**src/adma_regs.vh**
```
// constants for the add-on fifo dma controller
//
// Function
// RL1 - transfer addresses are double-word aligned; low two address bits always zero
// RL2 - address register advances by four after each completed data phase
// RL3 - address register selected by decode 0/1, write-only, bits 20:2, resets zero
// RL4 - count holds bytes left, loaded as multiple of four, minus four per phase
// RL5 - count bit 24 selects transfer direction
// RL6 - all four byte lane enables active during every dma cycle
// RL7 - bus outputs float while the processor owns the bus
// RL8 - register select uses only the two upper decode bits
// RL9 - register access starts on strobe plus decode while grant is low
// RL10 - target fsm: write state with one ready clock, recovery, then idle
// RL11 - processor asserts last phase flag in single-cycle register access
// RL12 - request is inbound not-empty when direction one, outbound not-full when zero
// RL13 - requests ignored while count is zero
// RL14 - reads and writes share states; only write_not_read differs
// RL15 - on request assert hold, wait for grant, grant enables control outputs
// RL16 - address phase drives strobe and address, then enters phase by count left
// RL17 - last phase flag always asserted in final burst data state
// RL18 - first burst state waits ready only, then updates address and count; the code skips that update once loss is flagged
// RL19 - request loss sets flag that blocks fifo strobes and data movement
// RL20 - lost request in states two or three: finish, no update, last, recovery
// RL21 - otherwise states two and three complete on ready, update, advance
// RL22 - final state ignores loss, updates on ready, enters recovery
// RL23 - recovery waits ready idle, then address phase if request and count, else idle
// RL24 - bursts never exceed four data phases per address phase
// RL25 - all transitions on rising edge of the local bus clock
// RL26 - reset returns machines to idle, drops hold, clears both registers
// RL27 - each unstopped data phase strobes the selected fifo exactly once
`ifndef ADMA_REGS_VH
`define ADMA_REGS_VH
// -------------------------------------------------------------
// decode and fields
// -------------------------------------------------------------
`define ADMA_DEC_ADDR     2'b01
`define ADMA_DEC_COUNT    2'b10
`define ADMA_DEC_HI       21
`define ADMA_DEC_LO       20
`define ADMA_ADDR_HI      20
`define ADMA_ADDR_LO      2
`define ADMA_CNT_HI       17
`define ADMA_DIR_BIT      24
`define ADMA_ADDR_RST     32'h00000000
`define ADMA_CNT_RST      18'h00000
`define ADMA_STEP         18'h00004
`define ADMA_CNT_16       18'h00010
`define ADMA_CNT_12       18'h0000C
`define ADMA_CNT_8        18'h00008
`endif

```
**src/adma_target.v**
```verilog
// register write target state machine of the add-on dma controller
`include "adma_regs.vh"
module adma_target (
  // clock and reset
  input  wire        clk_sys,
  input  wire        rstn,
  // local bus inputs
  input  wire        addr_strobe_n,
  input  wire        bus_grant,
  input  wire [31:0] bus_in,
  // register write strobes
  output reg         addr_we,
  output reg         cnt_we,
  output reg  [31:0] wdata,
  output reg         ready_out_n
);
  // -------------------------------------------------------------
  // states
  // -------------------------------------------------------------
  localparam [1:0] S_IDLE = 2'b00;
  localparam [1:0] S_ADDR = 2'b01;
  localparam [1:0] S_CNT  = 2'b10;
  localparam [1:0] S_REC  = 2'b11;
  reg  [1:0] state_q;
  wire [1:0] dec = bus_in[`ADMA_DEC_HI:`ADMA_DEC_LO];
  // a register write needs the data phase; data is sampled one clock after the strobe
  always @(posedge clk_sys)
  begin
    if (!rstn)
    begin
      state_q     <= S_IDLE;
      addr_we     <= 1'b0;
      cnt_we      <= 1'b0;
      wdata       <= 32'h00000000;
      ready_out_n <= 1'b1;
    end
    else
    begin
      addr_we <= 1'b0;
      cnt_we  <= 1'b0;
      case (state_q)
        S_IDLE:
        begin
          if (!addr_strobe_n && !bus_grant && dec == `ADMA_DEC_ADDR) // [RL9] [RL8]
          begin
            state_q     <= S_ADDR;
            ready_out_n <= 1'b0;
          end
          else if (!addr_strobe_n && !bus_grant && dec == `ADMA_DEC_COUNT) // [RL9] [RL8]
          begin
            state_q     <= S_CNT;
            ready_out_n <= 1'b0;
          end
        end
        S_ADDR:
        begin
          addr_we     <= 1'b1; // [RL10]
          wdata       <= bus_in;
          ready_out_n <= 1'b1;
          state_q     <= S_REC;
        end
        S_CNT:
        begin
          cnt_we      <= 1'b1; // [RL10]
          wdata       <= bus_in;
          ready_out_n <= 1'b1;
          state_q     <= S_REC;
        end
        S_REC:
          state_q <= S_IDLE; // [RL10]
        default:
          state_q <= S_IDLE;
      endcase
    end
  end
endmodule

```
**src/adma_ctrl.v**
```verilog
// add-on fifo dma controller top: registers and bus master machine
`include "adma_regs.vh"
module adma_ctrl (
  // clock and reset
  input  wire        clk_sys,
  input  wire        rstn,
  // add-on bus, shared lines split into in, out, enable (low = driving)
  input  wire [31:0] addr_data_in,
  output reg  [31:0] addr_data_out,
  output reg         addr_data_oe_n,
  input  wire        addr_strobe_n_in,
  output reg         addr_strobe_n_out,
  output reg         ctrl_oe_n,
  output reg         write_not_read_out,
  output reg         last_phase_flag_n,
  output reg  [3:0]  byte_lane_enables_n,
  input  wire        ready_in_n,
  output reg         ready_out_n,
  // arbitration
  output reg         hold_req,
  input  wire        bus_grant,
  // bridge fifo
  input  wire        inbound_fifo_empty,
  input  wire        outbound_fifo_full_req,
  output reg         fifo_pop_strobe_n,
  output reg         fifo_push_strobe_n
);
  // -------------------------------------------------------------
  // master states
  // -------------------------------------------------------------
  localparam [2:0] M_IDLE = 3'd0;
  localparam [2:0] M_HOLD = 3'd1;
  localparam [2:0] M_ADDR = 3'd2;
  localparam [2:0] M_D1   = 3'd3;
  localparam [2:0] M_D2   = 3'd4;
  localparam [2:0] M_D3   = 3'd5;
  localparam [2:0] M_D4   = 3'd6;
  localparam [2:0] M_REC  = 3'd7;

  reg  [2:0]  state_q;
  reg  [2:0]  state_d;
  reg  [18:0] addr_q;
  reg  [17:0] cnt_q;
  reg         dir_q;
  reg         lost_q;
  wire        addr_we;
  wire        cnt_we;
  wire [31:0] wdata;
  wire        ready_t_n;

  // -------------------------------------------------------------
  // register target
  // -------------------------------------------------------------
  adma_target u_target (
    .clk_sys       (clk_sys),
    .rstn          (rstn),
    .addr_strobe_n (addr_strobe_n_in),
    .bus_grant     (bus_grant),
    .bus_in        (addr_data_in),
    .addr_we       (addr_we),
    .cnt_we        (cnt_we),
    .wdata         (wdata),
    .ready_out_n   (ready_t_n)
  );

  // -------------------------------------------------------------
  // request and phase decisions
  // -------------------------------------------------------------
  // direction one drains the inbound fifo, zero fills the outbound one
  wire req      = dir_q ? !inbound_fifo_empty : !outbound_fifo_full_req; // [RL12]
  wire done     = (cnt_q == `ADMA_CNT_RST);
  wire rdy      = !ready_in_n;
  wire in_data  = (state_q == M_D1) || (state_q == M_D2) || (state_q == M_D3) || (state_q == M_D4);
  // final phase ignores loss: it always moves its word
  wire moving   = (state_q == M_D4) || (in_data && !lost_q); // [RL22]
  wire complete = in_data && rdy && moving; // [RL2] [RL4]
  wire going_last = ((state_q == M_D2) || (state_q == M_D3)) && lost_q && rdy;

  always @*
  begin
    state_d = state_q;
    case (state_q)
      M_IDLE:
        if (req && !done) // [RL13]
          state_d = M_HOLD;
      M_HOLD:
        if (bus_grant) // [RL15]
          state_d = M_ADDR;
      M_ADDR:
      begin
        // at most four phases per address phase keeps bursts legal
        if (cnt_q >= `ADMA_CNT_16) // [RL16] [RL24]
          state_d = M_D1;
        else if (cnt_q == `ADMA_CNT_12)
          state_d = M_D2;
        else if (cnt_q == `ADMA_CNT_8)
          state_d = M_D3;
        else
          state_d = M_D4;
      end
      M_D1:
        if (rdy) // [RL18]
          state_d = M_D2;
      M_D2:
        if (rdy)
          state_d = lost_q ? M_REC : M_D3; // [RL20] [RL21]
      M_D3:
        if (rdy)
          state_d = lost_q ? M_REC : M_D4; // [RL20] [RL21]
      M_D4:
        if (rdy) // [RL22]
          state_d = M_REC;
      M_REC:
        if (!rdy)
          state_d = (req && !done) ? M_ADDR : M_IDLE; // [RL23]
      default:
        state_d = M_IDLE;
    endcase
  end

  // -------------------------------------------------------------
  // master state
  // -------------------------------------------------------------
  always @(posedge clk_sys) // [RL25]
  begin
    if (!rstn) // [RL26]
    begin
      state_q <= M_IDLE;
    end
    else
    begin
      state_q <= state_d;
    end
  end

  // -------------------------------------------------------------
  // address register
  // -------------------------------------------------------------
  always @(posedge clk_sys)
  begin
    if (!rstn) // [RL26]
    begin
      addr_q <= 19'h00000;
    end
    else if (addr_we)
    begin
      addr_q <= wdata[`ADMA_ADDR_HI:`ADMA_ADDR_LO]; // [RL3] [RL1]
    end
    else if (complete)
    begin
      addr_q <= addr_q + 19'h00001; // [RL2]
    end
  end

  // -------------------------------------------------------------
  // count register and direction
  // -------------------------------------------------------------
  always @(posedge clk_sys)
  begin
    if (!rstn) // [RL26]
    begin
      cnt_q <= `ADMA_CNT_RST;
      dir_q <= 1'b0;
    end
    else if (cnt_we)
    begin
      cnt_q <= {wdata[`ADMA_CNT_HI:2], 2'b00}; // [RL4]
      dir_q <= wdata[`ADMA_DIR_BIT]; // [RL5]
    end
    else if (complete)
    begin
      cnt_q <= cnt_q - `ADMA_STEP; // [RL4]
    end
  end

  // -------------------------------------------------------------
  // request loss
  // -------------------------------------------------------------
  // loss is caught in data states and cleared at address, recovery and idle
  always @(posedge clk_sys)
  begin
    if (!rstn)
    begin
      lost_q <= 1'b0;
    end
    else if (state_q == M_ADDR || state_q == M_REC || state_q == M_IDLE)
    begin
      lost_q <= 1'b0;
    end
    else if (in_data && !req)
    begin
      lost_q <= 1'b1; // [RL19]
    end
  end

  // -------------------------------------------------------------
  // next-cycle output terms
  // -------------------------------------------------------------
  wire owner_d   = (state_d != M_IDLE) && (state_d != M_HOLD) && bus_grant;
  wire data_d    = (state_d == M_D1) || (state_d == M_D2) || (state_d == M_D3) || (state_d == M_D4);
  // the fifo steps on the strobe's rising edge, so each phase's pulse ends at its ready edge;
  // a zero-wait target would need the synchronous fifo mode instead
  wire strobe_d  = data_d && !(in_data && rdy) &&
                   (state_d == M_D4 || (!lost_q && req));
  wire last_d    = (state_d == M_D4) || (data_d && going_last) ||
                   ((state_d == M_D2 || state_d == M_D3) && lost_q);

  // -------------------------------------------------------------
  // arbitration and bus ownership
  // -------------------------------------------------------------
  always @(posedge clk_sys)
  begin
    if (!rstn)
    begin
      hold_req <= 1'b0;
    end
    else
    begin
      hold_req <= (state_d != M_IDLE); // [RL15]
    end
  end

  always @(posedge clk_sys)
  begin
    if (!rstn)
    begin
      ctrl_oe_n <= 1'b1;
    end
    else
    begin
      ctrl_oe_n <= !owner_d; // [RL7] [RL15]
    end
  end

  always @(posedge clk_sys)
  begin
    if (!rstn)
    begin
      byte_lane_enables_n <= 4'hF;
    end
    else
    begin
      byte_lane_enables_n <= owner_d ? 4'h0 : 4'hF; // [RL6]
    end
  end

  // -------------------------------------------------------------
  // address phase
  // -------------------------------------------------------------
  always @(posedge clk_sys)
  begin
    if (!rstn)
    begin
      addr_data_oe_n <= 1'b1;
    end
    else
    begin
      addr_data_oe_n <= !(owner_d && state_d == M_ADDR); // [RL16] [RL7]
    end
  end

  always @(posedge clk_sys)
  begin
    if (!rstn)
    begin
      addr_data_out <= 32'h00000000;
    end
    else
    begin
      addr_data_out <= {11'h000, (state_d == M_ADDR && complete) ? addr_q + 19'h00001 : addr_q,
                        2'b00}; // [RL1]
    end
  end

  always @(posedge clk_sys)
  begin
    if (!rstn)
    begin
      addr_strobe_n_out <= 1'b1;
    end
    else
    begin
      addr_strobe_n_out <= !(state_d == M_ADDR); // [RL16]
    end
  end

  // -------------------------------------------------------------
  // data phase
  // -------------------------------------------------------------
  // fifo to memory is an add-on write; same states either way
  always @(posedge clk_sys)
  begin
    if (!rstn)
    begin
      write_not_read_out <= 1'b0;
    end
    else
    begin
      write_not_read_out <= dir_q; // [RL14]
    end
  end

  always @(posedge clk_sys)
  begin
    if (!rstn)
    begin
      last_phase_flag_n <= 1'b1;
    end
    else
    begin
      last_phase_flag_n <= !last_d; // [RL17] [RL20]
    end
  end

  // -------------------------------------------------------------
  // register answer
  // -------------------------------------------------------------
  always @(posedge clk_sys)
  begin
    if (!rstn)
    begin
      ready_out_n <= 1'b1;
    end
    else
    begin
      ready_out_n <= ready_t_n; // [RL10]
    end
  end

  // -------------------------------------------------------------
  // fifo strobes
  // -------------------------------------------------------------
  always @(posedge clk_sys)
  begin
    if (!rstn)
    begin
      fifo_pop_strobe_n <= 1'b1;
    end
    else
    begin
      fifo_pop_strobe_n <= !(strobe_d && dir_q); // [RL27] [RL19]
    end
  end

  always @(posedge clk_sys)
  begin
    if (!rstn)
    begin
      fifo_push_strobe_n <= 1'b1;
    end
    else
    begin
      fifo_push_strobe_n <= !(strobe_d && !dir_q); // [RL27] [RL19]
    end
  end
endmodule

```
**config.mk**
```make
export PLATFORM = sky130hd
export DESIGN_NAME = adma_ctrl
export DESIGN_NICKNAME = d
export VERILOG_FILES = /design/src/adma_target.v /design/src/adma_ctrl.v
export VERILOG_INCLUDE_DIRS = /design/src /design/src/src
export SDC_FILE = /design/constraint.sdc
export NUM_CORES = 1
export LEC_CHECK = 0
export BUFFER_PORTS_ARGS = -buffer_cell sky130_fd_sc_hd__buf_2
export CAP_MARGIN = 40
export CORE_MARGIN = 3
export CORE_UTILIZATION = 50
export DETAILED_ROUTE_END_ITERATION = 6
export PLACE_DENSITY = 0.76
export SYNTH_ARGS = -nofsm -noshare
export SYNTH_HDL_FRONTEND = slang
export SYNTH_SLANG_ARGS = --single-unit
```
**constraint.sdc**
```tcl
create_clock -name clk_sys -period 2.3 [get_ports clk_sys]
set_clock_uncertainty 0.2 [all_clocks]
set_input_delay 0.46 -clock clk_sys [delete_from_list [all_inputs] [get_ports clk_sys]]
set_output_delay 0.46 -clock clk_sys [all_outputs]
set_load 0.1 [all_outputs]
```
Word-level counts from Yosys, hierarchy flattened
Cells that the tools add are included.
{"block": "totals", "input_bits": 39, "ff_bits": 117}
{"block": "op_classes", "reduce_logical": 62, "eq_ne": 21, "n_bitwise": 1, "magnitude_cmp": 1, "add_sub_neg": 2, "n_mux": 29}
{"operator": "19-bit 2-to-1 mux", "count": 3}
{"operator": "18-bit by 4-bit == test with 1-bit output (second input constant)", "count": 2}
{"operator": "18-bit 2-to-1 mux", "count": 2}
{"operator": "3-bit 2-to-1 mux", "count": 8}
{"operator": "3-bit one-hot mux with 8 select lines", "count": 1}
{"operator": "3-bit == test (second input constant)", "count": 7}
{"operator": "1-bit logical AND", "count": 21}
{"operator": "19-bit by 1-bit adder with 19-bit output (second input constant)", "count": 1}
{"operator": "18-bit by 5-bit greater-or-equal comparator with 1-bit output (second input constant)", "count": 1}
{"operator": "18-bit zero test", "count": 1}
{"operator": "18-bit by 3-bit subtractor with 18-bit output (second input constant)", "count": 1}
{"operator": "1-bit zero test", "count": 16}
{"operator": "1-bit logical OR", "count": 14}
{"operator": "3-bit by 2-bit == test with 1-bit output (second input constant)", "count": 4}
{"operator": "2-bit 2-to-1 mux", "count": 6}
{"operator": "2-bit == test (second input constant)", "count": 3}
{"operator": "1-bit 2-to-1 mux", "count": 6}
{"operator": "3-bit by 1-bit != test with 1-bit output (second input constant)", "count": 2}
{"operator": "2-bit one-hot mux with 3 select lines", "count": 1}
{"operator": "2-bit nonzero test", "count": 3}
{"operator": "2-bit OR reduction", "count": 3}
{"operator": "2-bit by 1-bit == test with 1-bit output (second input constant)", "count": 2}
{"operator": "4-bit 2-to-1 mux", "count": 1}
{"operator": "3-bit by 1-bit == test with 1-bit output (second input constant)", "count": 1}
{"operator": "6 further kinds", "count": 6}

Logic depth before layout (Yosys ltp)
{"block": "depth", "ltp_word": 14, "ltp_mapped": 7}

Hierarchy
Synthesis repeated with hierarchy kept, for this count alone.
{"block": "hier_totals", "cells_unflattened": 506, "hier_area_um2": 4777.1}
{"module": "adma_ctrl", "n_inst": 1, "area_per_inst_um2": 3372.0, "seq_area_each_um2": 1361.3, "cells_each": 374}
{"module": "adma_target", "n_inst": 1, "area_per_inst_um2": 1405.1, "seq_area_each_um2": 740.7, "cells_each": 132}

Worst setup path before layout
No wires, ideal clock.
{"block": "synth_path", "path_type": "reg2reg", "from": "register cnt_q[4]", "to": "register hold_req", "t_required_ns": 1.980, "path_slack_ns": -0.027, "period_less_slack_ns": 2.327, "stages_incl_launch_ff": 7, "setup_ns": 0.120, "t_arrival_ns": 2.007, "cell_sequence": "dfxtp_1 -> or4_4 -> nand2b_4 -> o311a_1 -> or2_1 -> o31a_1 -> o31a_1"}
{"block": "synth_via", "elab_chain_cells": 7}
{"item": "from (decl)", "line_no": "adma_ctrl.v:43", "rtl": "reg [17:0] cnt_q;"}
{"item": "from (signal assigned)", "line_no": "adma_ctrl.v:162", "rtl": "cnt_q <= `ADMA_CNT_RST;"}
{"item": "from (signal assigned)", "line_no": "adma_ctrl.v:167", "rtl": "cnt_q <= {wdata[`ADMA_CNT_HI:2], 2'b00};"}
{"item": "from (signal assigned)", "line_no": "adma_ctrl.v:172", "rtl": "cnt_q <= cnt_q - `ADMA_STEP;"}
{"item": "branches (longest 5 deep; another with 18-bit by 5-bit greater-or-equal comparator with 1-bit output)"}
{"item": "3-bit one-hot mux with 8 select lines (*)", "line_no": "adma_ctrl.v:82", "rtl": "case (state_q)"}
{"item": "3-bit nonzero test (*)", "line_no": "adma_ctrl.v:219", "rtl": "hold_req <= (state_d != M_IDLE);"}
{"item": "to (signal assigned)", "line_no": "adma_ctrl.v:219"}
{"item": "to (decl)", "line_no": "adma_ctrl.v:20", "rtl": "output reg hold_req,"}
Mark *: on every way between the ends.
A chain may end at the register's enable or synchronous reset.

Worst setup path after layout
{"block": "layout_path", "from": "register cnt_q[7]", "to": "register hold_req"}
The elaborated chain is that of the path after synthesis.

==> results.tsv <==
stage	metric	value	unit
sta	worstMarginPinSlew	0.605	ns
global_route	grt_pass1_vias	3123	
sta	hold_viol_final	0	
placed_design	dpl_cell_area	4690	sq um
placed_design	gp_congestion	0.810	
drt	wl	8770	microns
finish	layout_commonest_cell	dfxtp_1	
logic_synthesis	synthFlopType	dfxtp_1	
logic_synthesis	synth_seq_cells	93	
finish	syn_to_final_growth	16.4	%
pwr	power_density	1280	nW/um^2
drt	drc	0	
drt	vias	3297	
worst_hold_path	min_path_type	input port to flip-flop	
finish	layout-drive-gt1-share	0.222	
die	fp.dieH	98.2	microns
placed_design	io_buffers	59	
global_route	grt-ovfl-total	0	
logic_synthesis	synthDistinctLibCells	52	
logic_synthesis	ys_warn_count	0	
cts	htree_levels	3	
worst_setup_path	rr_worst_depth	6	
sta	fin_crit_sh	0.985	
cts	post-cts-setup-buffers	0	
global_route	grt_pass1_wl	14600	microns
run	cap_viol_max_count	0	
pwr	power.leakage	2.08	nW
sta	slew_headroom	0.595	
pwr	p_switching	2.62	mW
die	initial_utilization	0.533	
pwr	vdd_drop_max	0.503	mV
pwr	power_frac_clock	0.190	
global_route	grt_use_total	0.185	
logic_synthesis	synth_area	4250	sq um
logic_synthesis	synth_edf_count	0	
global_route	grt_max_degree	62	
finish	layout_common_cells	dfxtp_1, buf_2, o21ai_0	
drt	wl_per_cell	14.0	microns
finish	nets	567	
sta	setup_viol	0	
die	dieArea	9640	sq um
sta	slew_viol_final	0	
logic_synthesis	yosysSeqAreaShare	0.438	
logic_synthesis	ys_async_sr_fraction	0	
cts	clockBufferDepth	2	
drt	drtIter0Drc	165	
worst_setup_path	critPathLaunchType	flip-flop	
drt	vias_per_cell	5.28	
drt	first_pass_iters	4	
global_route	antenna_found_initial	0	
die	row_count	32	
pwr	pwr-share-seq	0.362	
cts	cts_tree	yes	
worst_setup_path	crit_path_end_kind	flip-flop	
worst_setup_path	required	2.36	ns
sta	rsz0062_at_grt	yes	
die	core_area	7970	sq um
finish	nFillCells	689	
outcome	status	completed	
sta	max_clock_freq	441	MHz
finish	design_area	4940	sq um
cts	cts_root_buffer	clkbuf_8	
placed_design	dp_hpwl	6370	microns
worst_setup_path	crit_fanout	3	
cts	cts.sinks	93	
cts	cts-buffers-inserted	9	
pwr	power_frac_comb	0.449	
logic_synthesis	synthCells	451	
cts	clk_pin_slew_worst_paths	0.09	ns
pwr	switching_share	0.414	
drt	drtAntennaViolNets	0	
worst_hold_path	worstHoldPathCells	2	
sta	tns	0	ns
die	io_pins	84	
sta	min_period	2.27	ns
worst_setup_path	critPathKind	flip-flop to flip-flop	
finish	antenna_cells	0	
die	die_x	98.2	microns
worst_setup_path	crit_arrival	2.32	ns
pwr	intPower	3.70	mW
cts	clkLatencyLatePin	0.36	ns
logic_synthesis	syn_area_per_cell	9.42	sq um
[critical path, cell delays in order (launching register included)]
cell	delay, ns
dfxtp_1	0.32
or4_4	0.53
nand2b_4	0.17
o311a_1	0.31
or2_1	0.24
o31a_1	0.13
o31a_1	0.27
[sequential cells by signal, indices dropped and copies added, names as in the netlist, 2 cells and up]
register	count
u_target.wdata	20
addr_data_out	19
addr_q	19
cnt_q	16
state_q	3
u_target.state_q	2
[cell families after synthesis]
group | count (synthesis) | share of synthesized area
adders and majority gates | 9 | 0.0265
buffers and inverters | 53 | 0.0624
xor gates and xnor gates | 32 | 0.0660
other | 1 | 0.000883
and+or+nand+nor | 137 | 0.189
AOI/OAI and AO/OA | 102 | 0.160
muxes | 24 | 0.0568
DFF | 93 | 0.438
[path summary, 6_finish.rpt]
| kind | start | to | slack, ns |
|---|---|---|---|
| max | cnt_q[7] | hold_req | 0.03 |
| min | bus_grant | addr_data_oe_n | 0.15 |
| max reg2reg | cnt_q[7] | hold_req | 0.03 |
| min reg2reg | u_target.ready_out_n | ready_out_n | 0.25 |
[Yosys cell counts (9+ instances only)]
master / n / area share
a21oi_1: 27 / 0.032
and2_1: 27 / 0.040
buf_4: 17 / 0.030
clkbuf_1: 20 / 0.018
dfxtp_1: 93 / 0.44
ha_1: 9 / 0.027
inv_1: 13 / 0.011
mux2i_1: 23 / 0.054
nand2_1: 19 / 0.017
nand2b_1: 13 / 0.019
nand3_1: 10 / 0.012
nor2_1: 9 / 0.0080
nor2b_1: 24 / 0.035
o211a_1: 12 / 0.028
o21ai_0: 30 / 0.035
xnor2_1: 24 / 0.049
[through the flow]
| step | util | hold slack, ns | setup WS, ns | cells | total power [mW] |
|---|---|---|---|---|---|
| floorplan | - | 0.204 | 0.00214 | 463 | 4.33 |
| global placement | 0.589 | 0.216 | -0.00189 | 610 | 4.98 |
| detailed placement | 0.589 | 0.232 | -0.0131 | 610 | 5.05 |
| CTS | 0.617 | 0.133 | 0.0218 | 625 | 6.26 |
| global route | 0.620 | 0.135 | -0.0108 | 625 | 6.69 |
| finish | 0.620 | 0.152 | 0.0337 | 625 | 6.31 |
[area by class of cell]
class                      count  area [sq um]  area share
clock inverter                 6          96.3      0.0195
multi-input combinational    317          2190       0.443
timing repair buffer          85           490      0.0992
inverter                      13          48.8     0.00987
tap                          102           128      0.0258
clock buffer                   9           124      0.0251
sequential                    93          1870       0.377
[repair_timing]
action | in CTS | in global routing
endpoints found under the hold margin | 0 | 0
pin swaps | 1 | 3
resized for setup | 0 | 9
setup endpoints to repair | 1 | 11
hold buffers | 0 | 0
[per-layer routing]
metal  vias up  share of wire  GRT usage
met2        84           0.46      0.293
met5         -              0          0
met3         8          0.056     0.0464
met4         0          0.011     0.0599
li1       1672              -          -
met1      1533           0.47      0.248
[power by group through the flow]
stage               combinational, mW  clock [mW]  sequential (mW)
global placement                 2.69           0             2.29
CTS                              2.76        1.23             2.27
global route                     3.06        1.30             2.34
finish                           2.83        1.20             2.28
floorplan                        1.74           0             2.59
detailed placement               2.74           0             2.30
Note: power is estimated with default switching activity, not from simulation.
